### src/verilog/bxs_defs.vh
// Constants for the byte-op execute slice
`ifndef BXS_DEFS_VH
`define BXS_DEFS_VH
`define BXS_OP6_OR_FILE 6'h04
`define BXS_OP6_DEC_SKIP_NZ 6'h13
`define BXS_OP6_COPY_FILE 6'h14
`define BXS_OP7_MUL_FILE 7'h01
`define BXS_OP8_OR_IMM 8'h09
`define BXS_OP8_MUL_IMM 8'h0d
`define BXS_OP10_PTR_FIRST 10'h3b8
`define BXS_OP8_PTR_SECOND 8'hf0
`define BXS_OP4_TWO_WORD_C 4'hc
`define BXS_OP4_TWO_WORD_F 4'hf
`define BXS_BIT_DEST 9
`define BXS_BIT_ACCESS 8
`define BXS_ACCESS_SPLIT 8'h80
`define BXS_ACCESS_HI_BANK 4'hf
`define BXS_PH_DECODE 2'h0
`define BXS_PH_READ 2'h1
`define BXS_PH_PROCESS 2'h2
`define BXS_PH_WRITE 2'h3
`endif

### src/verilog/bxs_bank_addr.v
// Operand address former: access bank or bank pointer
`timescale 1ns/1ns
`default_nettype none
`include "bxs_defs.vh"
module bxs_bank_addr (
    input wire [15:0] word,
    input wire [3:0] bank_pointer,
    output wire [11:0] addr
);
    wire access_sel;
    assign access_sel = word[`BXS_BIT_ACCESS];
    // bank choice
    // Access bank splits: low half in bank 0, upper half in the top bank
    assign addr = access_sel ? {bank_pointer, word[7:0]} :
        (word[7:0] < `BXS_ACCESS_SPLIT) ? {4'h0, word[7:0]} :
        {`BXS_ACCESS_HI_BANK, word[7:0]};
endmodule // bxs_bank_addr
`default_nettype wire

### src/verilog/bxs_exec_slice.v
// Execute slice for seven byte-op instructions of an 8-bit core
`timescale 1ns/1ns
`default_nettype none
`include "bxs_defs.vh"
module bxs_exec_slice #(
    parameter DATA_W = 8,
    parameter ADDR_W = 12
) (
    input wire ref_clk,
    input wire rst_b,
    input wire [15:0] instr_word,
    input wire instr_valid,
    input wire [DATA_W-1:0] file_rd_data,
    input wire [3:0] bank_pointer,
    output wire [ADDR_W-1:0] file_addr,
    output wire file_rd_en,
    output reg file_wr_en,
    output reg [DATA_W-1:0] file_wr_data,
    output reg [DATA_W-1:0] acc_q,
    output reg flag_neg_q,
    output reg flag_zero_q,
    output reg [DATA_W-1:0] product_high_byte,
    output reg [DATA_W-1:0] product_low_byte,
    output reg [ADDR_W-1:0] indirect_pointer0,
    output reg [ADDR_W-1:0] indirect_pointer1,
    output reg [ADDR_W-1:0] indirect_pointer2,
    output reg [1:0] phase_q,
    output wire cycle_done,
    output reg executing_nop_q,
    output reg illegal_q
);
    localparam ST_FIRST = 2'd0;
    localparam ST_SKIP = 2'd1;
    localparam ST_PTR_LOW = 2'd2;
    localparam ST_SKIP_TAIL = 2'd3;

    reg [1:0] state_q;
    reg [1:0] state_d;
    reg [15:0] ir_q;
    reg [DATA_W-1:0] opnd_q;
    reg [DATA_W-1:0] res_q;
    reg [2*DATA_W-1:0] prod_q;
    reg [1:0] ptr_sel_q;
    wire [ADDR_W-1:0] banked_addr;

    ////////////////////////////////////////////////////////////////////
    // Opcode decode of the latched word
    wire is_or_file;
    wire is_dec_skip;
    wire is_copy;
    wire is_mul_file;
    wire is_or_imm;
    wire is_mul_imm;
    wire is_ptr_first;
    wire is_file_op;
    wire dest_file;
    wire is_two_word;
    assign is_or_file = (ir_q[15:10] == `BXS_OP6_OR_FILE);
    assign is_dec_skip = (ir_q[15:10] == `BXS_OP6_DEC_SKIP_NZ);
    assign is_copy = (ir_q[15:10] == `BXS_OP6_COPY_FILE);
    assign is_mul_file = (ir_q[15:9] == `BXS_OP7_MUL_FILE);
    assign is_or_imm = (ir_q[15:8] == `BXS_OP8_OR_IMM);
    assign is_mul_imm = (ir_q[15:8] == `BXS_OP8_MUL_IMM);
    assign is_ptr_first = (ir_q[15:6] == `BXS_OP10_PTR_FIRST);
    assign is_file_op = is_or_file | is_dec_skip | is_copy | is_mul_file;
    assign dest_file = ir_q[`BXS_BIT_DEST];
    // Two-word first words in this core begin with 1100 or 1110 1110
    assign is_two_word = (ir_q[15:12] == `BXS_OP4_TWO_WORD_C) ||
        (ir_q[15:8] == 8'hee);

    ////////////////////////////////////////////////////////////////////
    // Operand addressing
    bxs_bank_addr u_bank (
        .word(ir_q),
        .bank_pointer(bank_pointer),
        .addr(banked_addr)
    );
    assign file_addr = banked_addr;
    assign file_rd_en = (state_q == ST_FIRST) && is_file_op && (phase_q == `BXS_PH_READ);
    assign cycle_done = (phase_q == `BXS_PH_WRITE);

    ////////////////////////////////////////////////////////////////////
    // Next-state for multi-cycle sequences
    always @* begin
        state_d = ST_FIRST;
        case (state_q)
            ST_FIRST: begin
                if (is_dec_skip && (res_q != {DATA_W{1'b0}}))
                    state_d = ST_SKIP;
                else if (is_ptr_first)
                    state_d = ST_PTR_LOW;
                else
                    state_d = ST_FIRST;
            end
            ST_SKIP: begin
                if (is_two_word)
                    state_d = ST_SKIP_TAIL;
                else
                    state_d = ST_FIRST;
            end
            ST_PTR_LOW: state_d = ST_FIRST;
            ST_SKIP_TAIL: state_d = ST_FIRST;
            default: state_d = ST_FIRST;
        endcase
    end

    ////////////////////////////////////////////////////////////////////
    // Quarter-phase sequencer
    // A live cycle runs its latched word; skip and second-word cycles do not
    wire live_cycle;
    wire write_quarter;
    assign live_cycle = (state_q == ST_FIRST);
    assign write_quarter = (phase_q == `BXS_PH_WRITE);

    // Quarters wrap freely; an instruction cycle is always four clocks
    always @(posedge ref_clk or negedge rst_b) begin
        if (!rst_b) begin
            phase_q <= `BXS_PH_DECODE;
            state_q <= ST_FIRST;
        end else begin
            phase_q <= phase_q + 2'd1;
            // Multi-cycle state moves only at the cycle boundary
            if (write_quarter) begin
                state_q <= state_d;
            end
        end
    end

    ////////////////////////////////////////////////////////////////////
    // Decode quarter
    // decode quarter
    always @(posedge ref_clk or negedge rst_b) begin
        if (!rst_b) begin
            ir_q <= 16'h0000;
            executing_nop_q <= 1'b0;
        end else if (phase_q == `BXS_PH_DECODE) begin
            // Word is latched every cycle; skip cycles still consume it
            // An invalid fetch loads an all-zero word, which decodes to nothing here
            ir_q <= instr_valid ? instr_word : 16'h0000;
            // both words of a skipped pair
            executing_nop_q <= (state_q == ST_SKIP) || (state_q == ST_SKIP_TAIL);
        end
    end

    ////////////////////////////////////////////////////////////////////
    // Read quarter
    // operand read quarter
    always @(posedge ref_clk or negedge rst_b) begin
        if (!rst_b) begin
            opnd_q <= {DATA_W{1'b0}};
            illegal_q <= 1'b0;
        end else if (phase_q == `BXS_PH_READ) begin
            // Immediates come from the low byte of the latched word
            if (is_or_imm || is_mul_imm) begin
                opnd_q <= ir_q[DATA_W-1:0];
            end else begin
                opnd_q <= file_rd_data;
            end
            // Second pointer word must carry its fixed prefix; the low byte is
            // still written, so a bad program leaves a flag rather than a hang
            if (state_q == ST_PTR_LOW) begin
                illegal_q <= (ir_q[15:8] != `BXS_OP8_PTR_SECOND);
            end
        end
    end

    ////////////////////////////////////////////////////////////////////
    // Process quarter
    // process quarter
    always @(posedge ref_clk or negedge rst_b) begin
        if (!rst_b) begin
            res_q <= {DATA_W{1'b0}};
            prod_q <= {(2*DATA_W){1'b0}};
        end else if ((phase_q == `BXS_PH_PROCESS) && live_cycle) begin
            // decrement
            // Decrement wraps from zero to all ones, which counts as nonzero
            if (is_dec_skip) begin
                res_q <= opnd_q - {{(DATA_W-1){1'b0}}, 1'b1};
            end else if (is_or_file || is_or_imm) begin
                res_q <= acc_q | opnd_q;
            end else begin
                res_q <= opnd_q;
            end
            // unsigned product
            // Formed every live cycle; only a multiply hands it on
            prod_q <= acc_q * opnd_q;
        end
    end

    ////////////////////////////////////////////////////////////////////
    // Write quarter: one intent per destination, so no register has two writers
    wire dest_op;
    wire wr_dest_file;
    wire wr_dest_acc;
    wire wr_flags;
    wire wr_product;
    wire wr_ptr_high;
    wire wr_ptr_low;
    wire [1:0] ptr_index;
    wire [3:0] ptr_high_nibble;
    wire [7:0] ptr_low_byte;

    // Skip cycles never reach these; live_cycle gates all but wr_ptr_low, which fires in the second-word cycle
    assign dest_op = is_dec_skip || is_or_file || is_copy;
    assign wr_dest_file = write_quarter && live_cycle && dest_op && dest_file;
    assign wr_dest_acc = write_quarter && live_cycle && ((dest_op && !dest_file) || is_or_imm);
    assign wr_flags = write_quarter && live_cycle && (is_or_file || is_or_imm || is_copy);
    assign wr_product = write_quarter && live_cycle && (is_mul_imm || is_mul_file);
    assign wr_ptr_high = write_quarter && live_cycle && is_ptr_first;
    // low byte in the second cycle
    assign wr_ptr_low = write_quarter && (state_q == ST_PTR_LOW);
    // Pointer fields of the two words
    assign ptr_index = ir_q[5:4];
    assign ptr_high_nibble = ir_q[3:0];
    assign ptr_low_byte = ir_q[7:0];

    ////////////////////////////////////////////////////////////////////
    // File write port
    // The strobe is one clock long and meets the file in the next decode quarter
    always @(posedge ref_clk or negedge rst_b) begin
        if (!rst_b) begin
            file_wr_en <= 1'b0;
            file_wr_data <= {DATA_W{1'b0}};
        end else begin
            file_wr_en <= wr_dest_file;
            if (wr_dest_file) begin
                file_wr_data <= res_q;
            end
        end
    end

    ////////////////////////////////////////////////////////////////////
    // Accumulator and status flags
    // A file destination leaves the accumulator alone, decrement included
    always @(posedge ref_clk or negedge rst_b) begin
        if (!rst_b) begin
            acc_q <= {DATA_W{1'b0}};
            flag_neg_q <= 1'b0;
            flag_zero_q <= 1'b0;
        end else begin
            if (wr_dest_acc) begin
                acc_q <= res_q;
            end
            if (wr_flags) begin
                flag_neg_q <= res_q[DATA_W-1];
                flag_zero_q <= (res_q == {DATA_W{1'b0}});
            end
        end
    end

    ////////////////////////////////////////////////////////////////////
    // Product pair; both bytes always change together
    // No flag or accumulator path leaves from here
    always @(posedge ref_clk or negedge rst_b) begin
        if (!rst_b) begin
            product_high_byte <= {DATA_W{1'b0}};
            product_low_byte <= {DATA_W{1'b0}};
        end else if (wr_product) begin
            product_high_byte <= prod_q[2*DATA_W-1:DATA_W];
            product_low_byte <= prod_q[DATA_W-1:0];
        end
    end

    ////////////////////////////////////////////////////////////////////
    // Indirect pointers; index 3 has no register in this slice and is ignored
    localparam PTR_IDX0 = 2'd0;
    localparam PTR_IDX1 = 2'd1;
    localparam PTR_IDX2 = 2'd2;
    wire [2:0] ptr_high_hit;
    wire [2:0] ptr_low_hit;
    assign ptr_high_hit[0] = wr_ptr_high && (ptr_index == PTR_IDX0);
    assign ptr_high_hit[1] = wr_ptr_high && (ptr_index == PTR_IDX1);
    assign ptr_high_hit[2] = wr_ptr_high && (ptr_index == PTR_IDX2);
    // The second word has no room for the index, so the first word's is kept
    assign ptr_low_hit[0] = wr_ptr_low && (ptr_sel_q == PTR_IDX0);
    assign ptr_low_hit[1] = wr_ptr_low && (ptr_sel_q == PTR_IDX1);
    assign ptr_low_hit[2] = wr_ptr_low && (ptr_sel_q == PTR_IDX2);

    always @(posedge ref_clk or negedge rst_b) begin
        if (!rst_b) begin
            ptr_sel_q <= 2'h0;
        end else if (wr_ptr_high) begin
            ptr_sel_q <= ptr_index;
        end
    end

    always @(posedge ref_clk or negedge rst_b) begin
        if (!rst_b) begin
            indirect_pointer0 <= {ADDR_W{1'b0}};
        end else if (ptr_high_hit[0]) begin
            indirect_pointer0[11:8] <= ptr_high_nibble;
        end else if (ptr_low_hit[0]) begin
            indirect_pointer0[7:0] <= ptr_low_byte;
        end
    end

    always @(posedge ref_clk or negedge rst_b) begin
        if (!rst_b) begin
            indirect_pointer1 <= {ADDR_W{1'b0}};
        end else if (ptr_high_hit[1]) begin
            indirect_pointer1[11:8] <= ptr_high_nibble;
        end else if (ptr_low_hit[1]) begin
            indirect_pointer1[7:0] <= ptr_low_byte;
        end
    end

    always @(posedge ref_clk or negedge rst_b) begin
        if (!rst_b) begin
            indirect_pointer2 <= {ADDR_W{1'b0}};
        end else if (ptr_high_hit[2]) begin
            indirect_pointer2[11:8] <= ptr_high_nibble;
        end else if (ptr_low_hit[2]) begin
            indirect_pointer2[7:0] <= ptr_low_byte;
        end
    end
endmodule // bxs_exec_slice
`default_nettype wire
### config.mk
export PLATFORM = sky130hd
export DESIGN_NAME = bxs_exec_slice
export DESIGN_NICKNAME = d
export VERILOG_FILES = /design/src/verilog/bxs_bank_addr.v /design/src/verilog/bxs_exec_slice.v
export VERILOG_INCLUDE_DIRS = /design/src /design/src/verilog
export SDC_FILE = /design/constraint.sdc
export NUM_CORES = 1
export LEC_CHECK = 0
export BUFFER_PORTS_ARGS = -buffer_cell sky130_fd_sc_hd__buf_2
export CAP_MARGIN = 5
export CORE_ASPECT_RATIO = 1.4
export CORE_MARGIN = 3
export CORE_UTILIZATION = 40
export CTS_BUF_LIST = sky130_fd_sc_hd__clkbuf_16
export CTS_CLUSTER_SIZE = 40
export DETAILED_ROUTE_END_ITERATION = 10
export SYNTH_ARGS = -nofsm -noshare
export SYNTH_HDL_FRONTEND = slang
export SYNTH_SLANG_ARGS = --single-unit
### constraint.sdc
create_clock -name ref_clk -period 9.41 [get_ports ref_clk]
set_input_delay 1.882 -clock ref_clk [delete_from_list [all_inputs] [get_ports ref_clk]]
set_output_delay 1.882 -clock ref_clk [all_outputs]
set_load 0.01 [all_outputs]
==> results_dict.tcl <==
set metrics [dict create \
    p_per_area_nw_per_um2 222 \
    num_antenna_cells 0 \
    antenna_found_initial 0 \
    die_y_um 169 \
    endpoint_kind "register" \
    ys_top_cells_by_area "dfrtp_1 (42%), fa_1 (9.4%), mux2_2 (9.4%), ha_1 (6.7%), and2_1 (4.3%)" \
    numClockSinks 127 \
    power_leakage_nw 4.64 \
    ys_seq_elements 127 \
    drt_wl_total_mm 18.3 \
    fp.dieW_um 123 \
    skew_ns 0.00951 \
    synth_fp_nets 818 \
    postCtsHoldBufs 0 \
    cts-resized-gates 0 \
    critical_path_class "register to register" \
    synthSimpleGateAreaFrac_pct 14.6 \
    drc 0 \
    numCtsBuffers 17 \
    postSynthCellCount 710 \
    synthToLayoutAreaGrowth_pct 16.5 \
    synth.avg_cell_area_um2 10.7 \
    status "complete, no violations" \
    fin_nets 920 \
    globalplace.congestion 0.857 \
    die_area_um2 20800 \
    synth_xor_area_share_pct 1.26 \
    finalHoldViolations 0 \
    synthMuxAreaShare_pct 12.2 \
    clock_path_buffers 2 \
    min_period_ns 4.46 \
    cp-start-kind "register" \
    clock_latency_ns 0.42 \
    crit_fanout 11 \
    grt_pass1_wl_mm 30.2 \
    peakVddDrop_uv 117 \
    grt_pass1_vias 5906 \
    grt_max_degree 84 \
    synth_most_common_cell "dfrtp_1" \
    synthDominantCellAreaShare_pct 41.7 \
    tightest_slew_ns 1.04 \
    ys.warnings.count 0 \
    hold_class "register to register" \
    wire_per_inst_um 17.1 \
    synth_top_family_by_area "adder cells" \
    syn_area_um2 7630 \
    final_layout_size_suffix_gt1_share_pct 27.9 \
    fmax_mhz 224 \
    fillCellCount 1778 \
    vias 5391 \
    fp.coreArea_um2 18700 \
    fin_total_pwr_mw 1.97 \
    synth-main-ff-cell "dfrtp_1" \
    tns_ns 0 \
    rsz0062_at_grt "no" \
    synth-adder-area-share_pct 16.2 \
    cts_tree "done" \
    finalSetupViolCount 0 \
    drv_slew 0 \
    post_cts_buffers 0 \
    num_io_pins 120 \
    firstDrtPassIters 4 \
    dp_hpwl_mm 13.6 \
    drt_iter0_drc 174 \
    port_buffers 119 \
    grt_overflow 0 \
    cts_root_buffer "clkbuf_16" \
    viasPerCell 5.05 \
    ys_seq_area_share_pct 41.7 \
    cap_violations 0 \
    rows 59 \
    async_flop_share_pct 100 \
    grtUsageTotal_pct 18.8 \
    clkTransAtPathRegs_ns 0.06 \
    timing.final.crit_share_pct 47.4 \
    synth_edf_count 0 \
    htreeDepth 4 \
    cp.arrival_ns 4.81 \
    antenna_left 0 \
    ys_types 55 \
    yosys.area.top_type "dfrtp_1" \
    synth_compound_area_share_pct 7.46 \
    crit_required_ns 9.75 \
    synth.cells.most_frequent "dfrtp_1 (127), inv_1 (77), nand2_1 (66), mux2_2 (64), and2_1 (52)" \
    slew_headroom_pct 30.7 \
    start_util_pct 40.8 \
]
path summary, 6_finish.rpt:
path	end	start	depth (start not counted)	slack, ns
setup / recovery	prod_q[13]	acc_q[0]	14	4.95
max in group asynchronous	res_q[0]	rst_b	2	6.64
hold reg to reg	prod_q[0]	prod_q[0]	2	0.47
hold / removal	prod_q[0]	prod_q[0]	2	0.47
min in group asynchronous	prod_q[6]	rst_b	1	1.40
setup reg to reg	prod_q[13]	acc_q[0]	14	4.95
cell usage in the layout (no fill, tap or decap), types with 2 or more instances in the layout:
cell,n
a21o_1,5
nor3_1,7
nor4_1,2
nand2b_1,3
clkinv_2,3
buf_2,118
mux2_4,8
ha_1,41
a21oi_1,24
mux2_2,64
nor2b_1,3
o21ai_0,33
inv_1,78
xnor2_1,2
o211ai_1,3
fa_1,36
and3_1,3
nand3_1,21
and2_1,52
or4_1,3
a31oi_1,4
nand4b_1,2
and3b_1,2
nor3_2,4
a311oi_1,5
nand2_1,66
dfrtp_1,127
nand4_1,5
bufinv_16,2
mux2i_1,9
clkinv_1,4
xor2_1,9
nor2_1,28
buf_4,2
a2111oi_0,5
clkbuf_16,17
clkinvlp_4,2
critical path: stages (launching register included):
cell and delay [ns]:
dfrtp_1 0.54, nand2_1 0.13, fa_1 0.52, fa_1 0.55
inv_1 0.05, fa_1 0.52, inv_1 0.05, fa_1 0.53
inv_1 0.04, ha_1 0.34, o211ai_1 0.11, a21oi_1 0.25
o21ai_0 0.23, or4_1 0.43, nand3_1 0.08
layout make-up:
cell class	instances	area, um^2	area share [%]
Sequential cell	127	3180	35.8
Clock buffer	17	425	4.79
Multi-Input combinational cell	468	3950	44.4
Tap cell	244	305	3.43
Timing Repair Buffer	121	617	6.94
Clock inverter	14	126	1.42
Inverter	77	289	3.25
state kept, by name (all words and copies together) (netlist names), 2 cells and up:
signal	flops
indirect_pointer1	12
phase_q	2
indirect_pointer0	12
state_q	2
file_wr_data	8
opnd_q	8
ptr_sel_q	2
ir_q	16
indirect_pointer2	12
res_q	8
prod_q	16
product_high_byte	8
acc_q	8
product_low_byte	8
per-layer routing:
metal  global-route usage (%)  part of all wire [%]  up-vias
met5                        0                     0        -
met4                     7.94                   3.3        0
met3                     4.80                   4.5       31
met2                     33.1                    52      131
met1                     21.4                    41     2655
li1                         -                     -     2574
per-stage QoR:
step / cells / setup slack, ns / cell area, um^2 / hold WS, ns / util, %
2_1_floorplan: 710 / 5.25 / 7630 / 0.433 / -
3_3_place_gp: 1037 / 5.04 / 8340 / 0.460 / 44.6
3_5_place_dp: 1037 / 4.92 / 8340 / 0.462 / 44.6
4_1_cts: 1068 / 4.91 / 8890 / 0.475 / 47.6
5_1_grt: 1068 / 4.70 / 8890 / 0.510 / 47.6
6_report: 1068 / 4.95 / 8890 / 0.472 / 47.6
power breakdown:
part	internal (mW)	leakage (nW)	switching (mW)
sequential	0.609	1.67	0.0690
clock	0.382	0.270	0.239
combinational	0.288	2.71	0.387
cell families (layout without fill, tap and decap cells):
logic type / count (synthesis) / after routing
flops: 127 / 127
simple gates: 210 / 210
buf+inv: 115 / 229
compound gates: 89 / 89
mux: 81 / 81
xor+xnor: 11 / 11
fa+ha+maj: 77 / 77
Power figures use the tool's default switching activity.
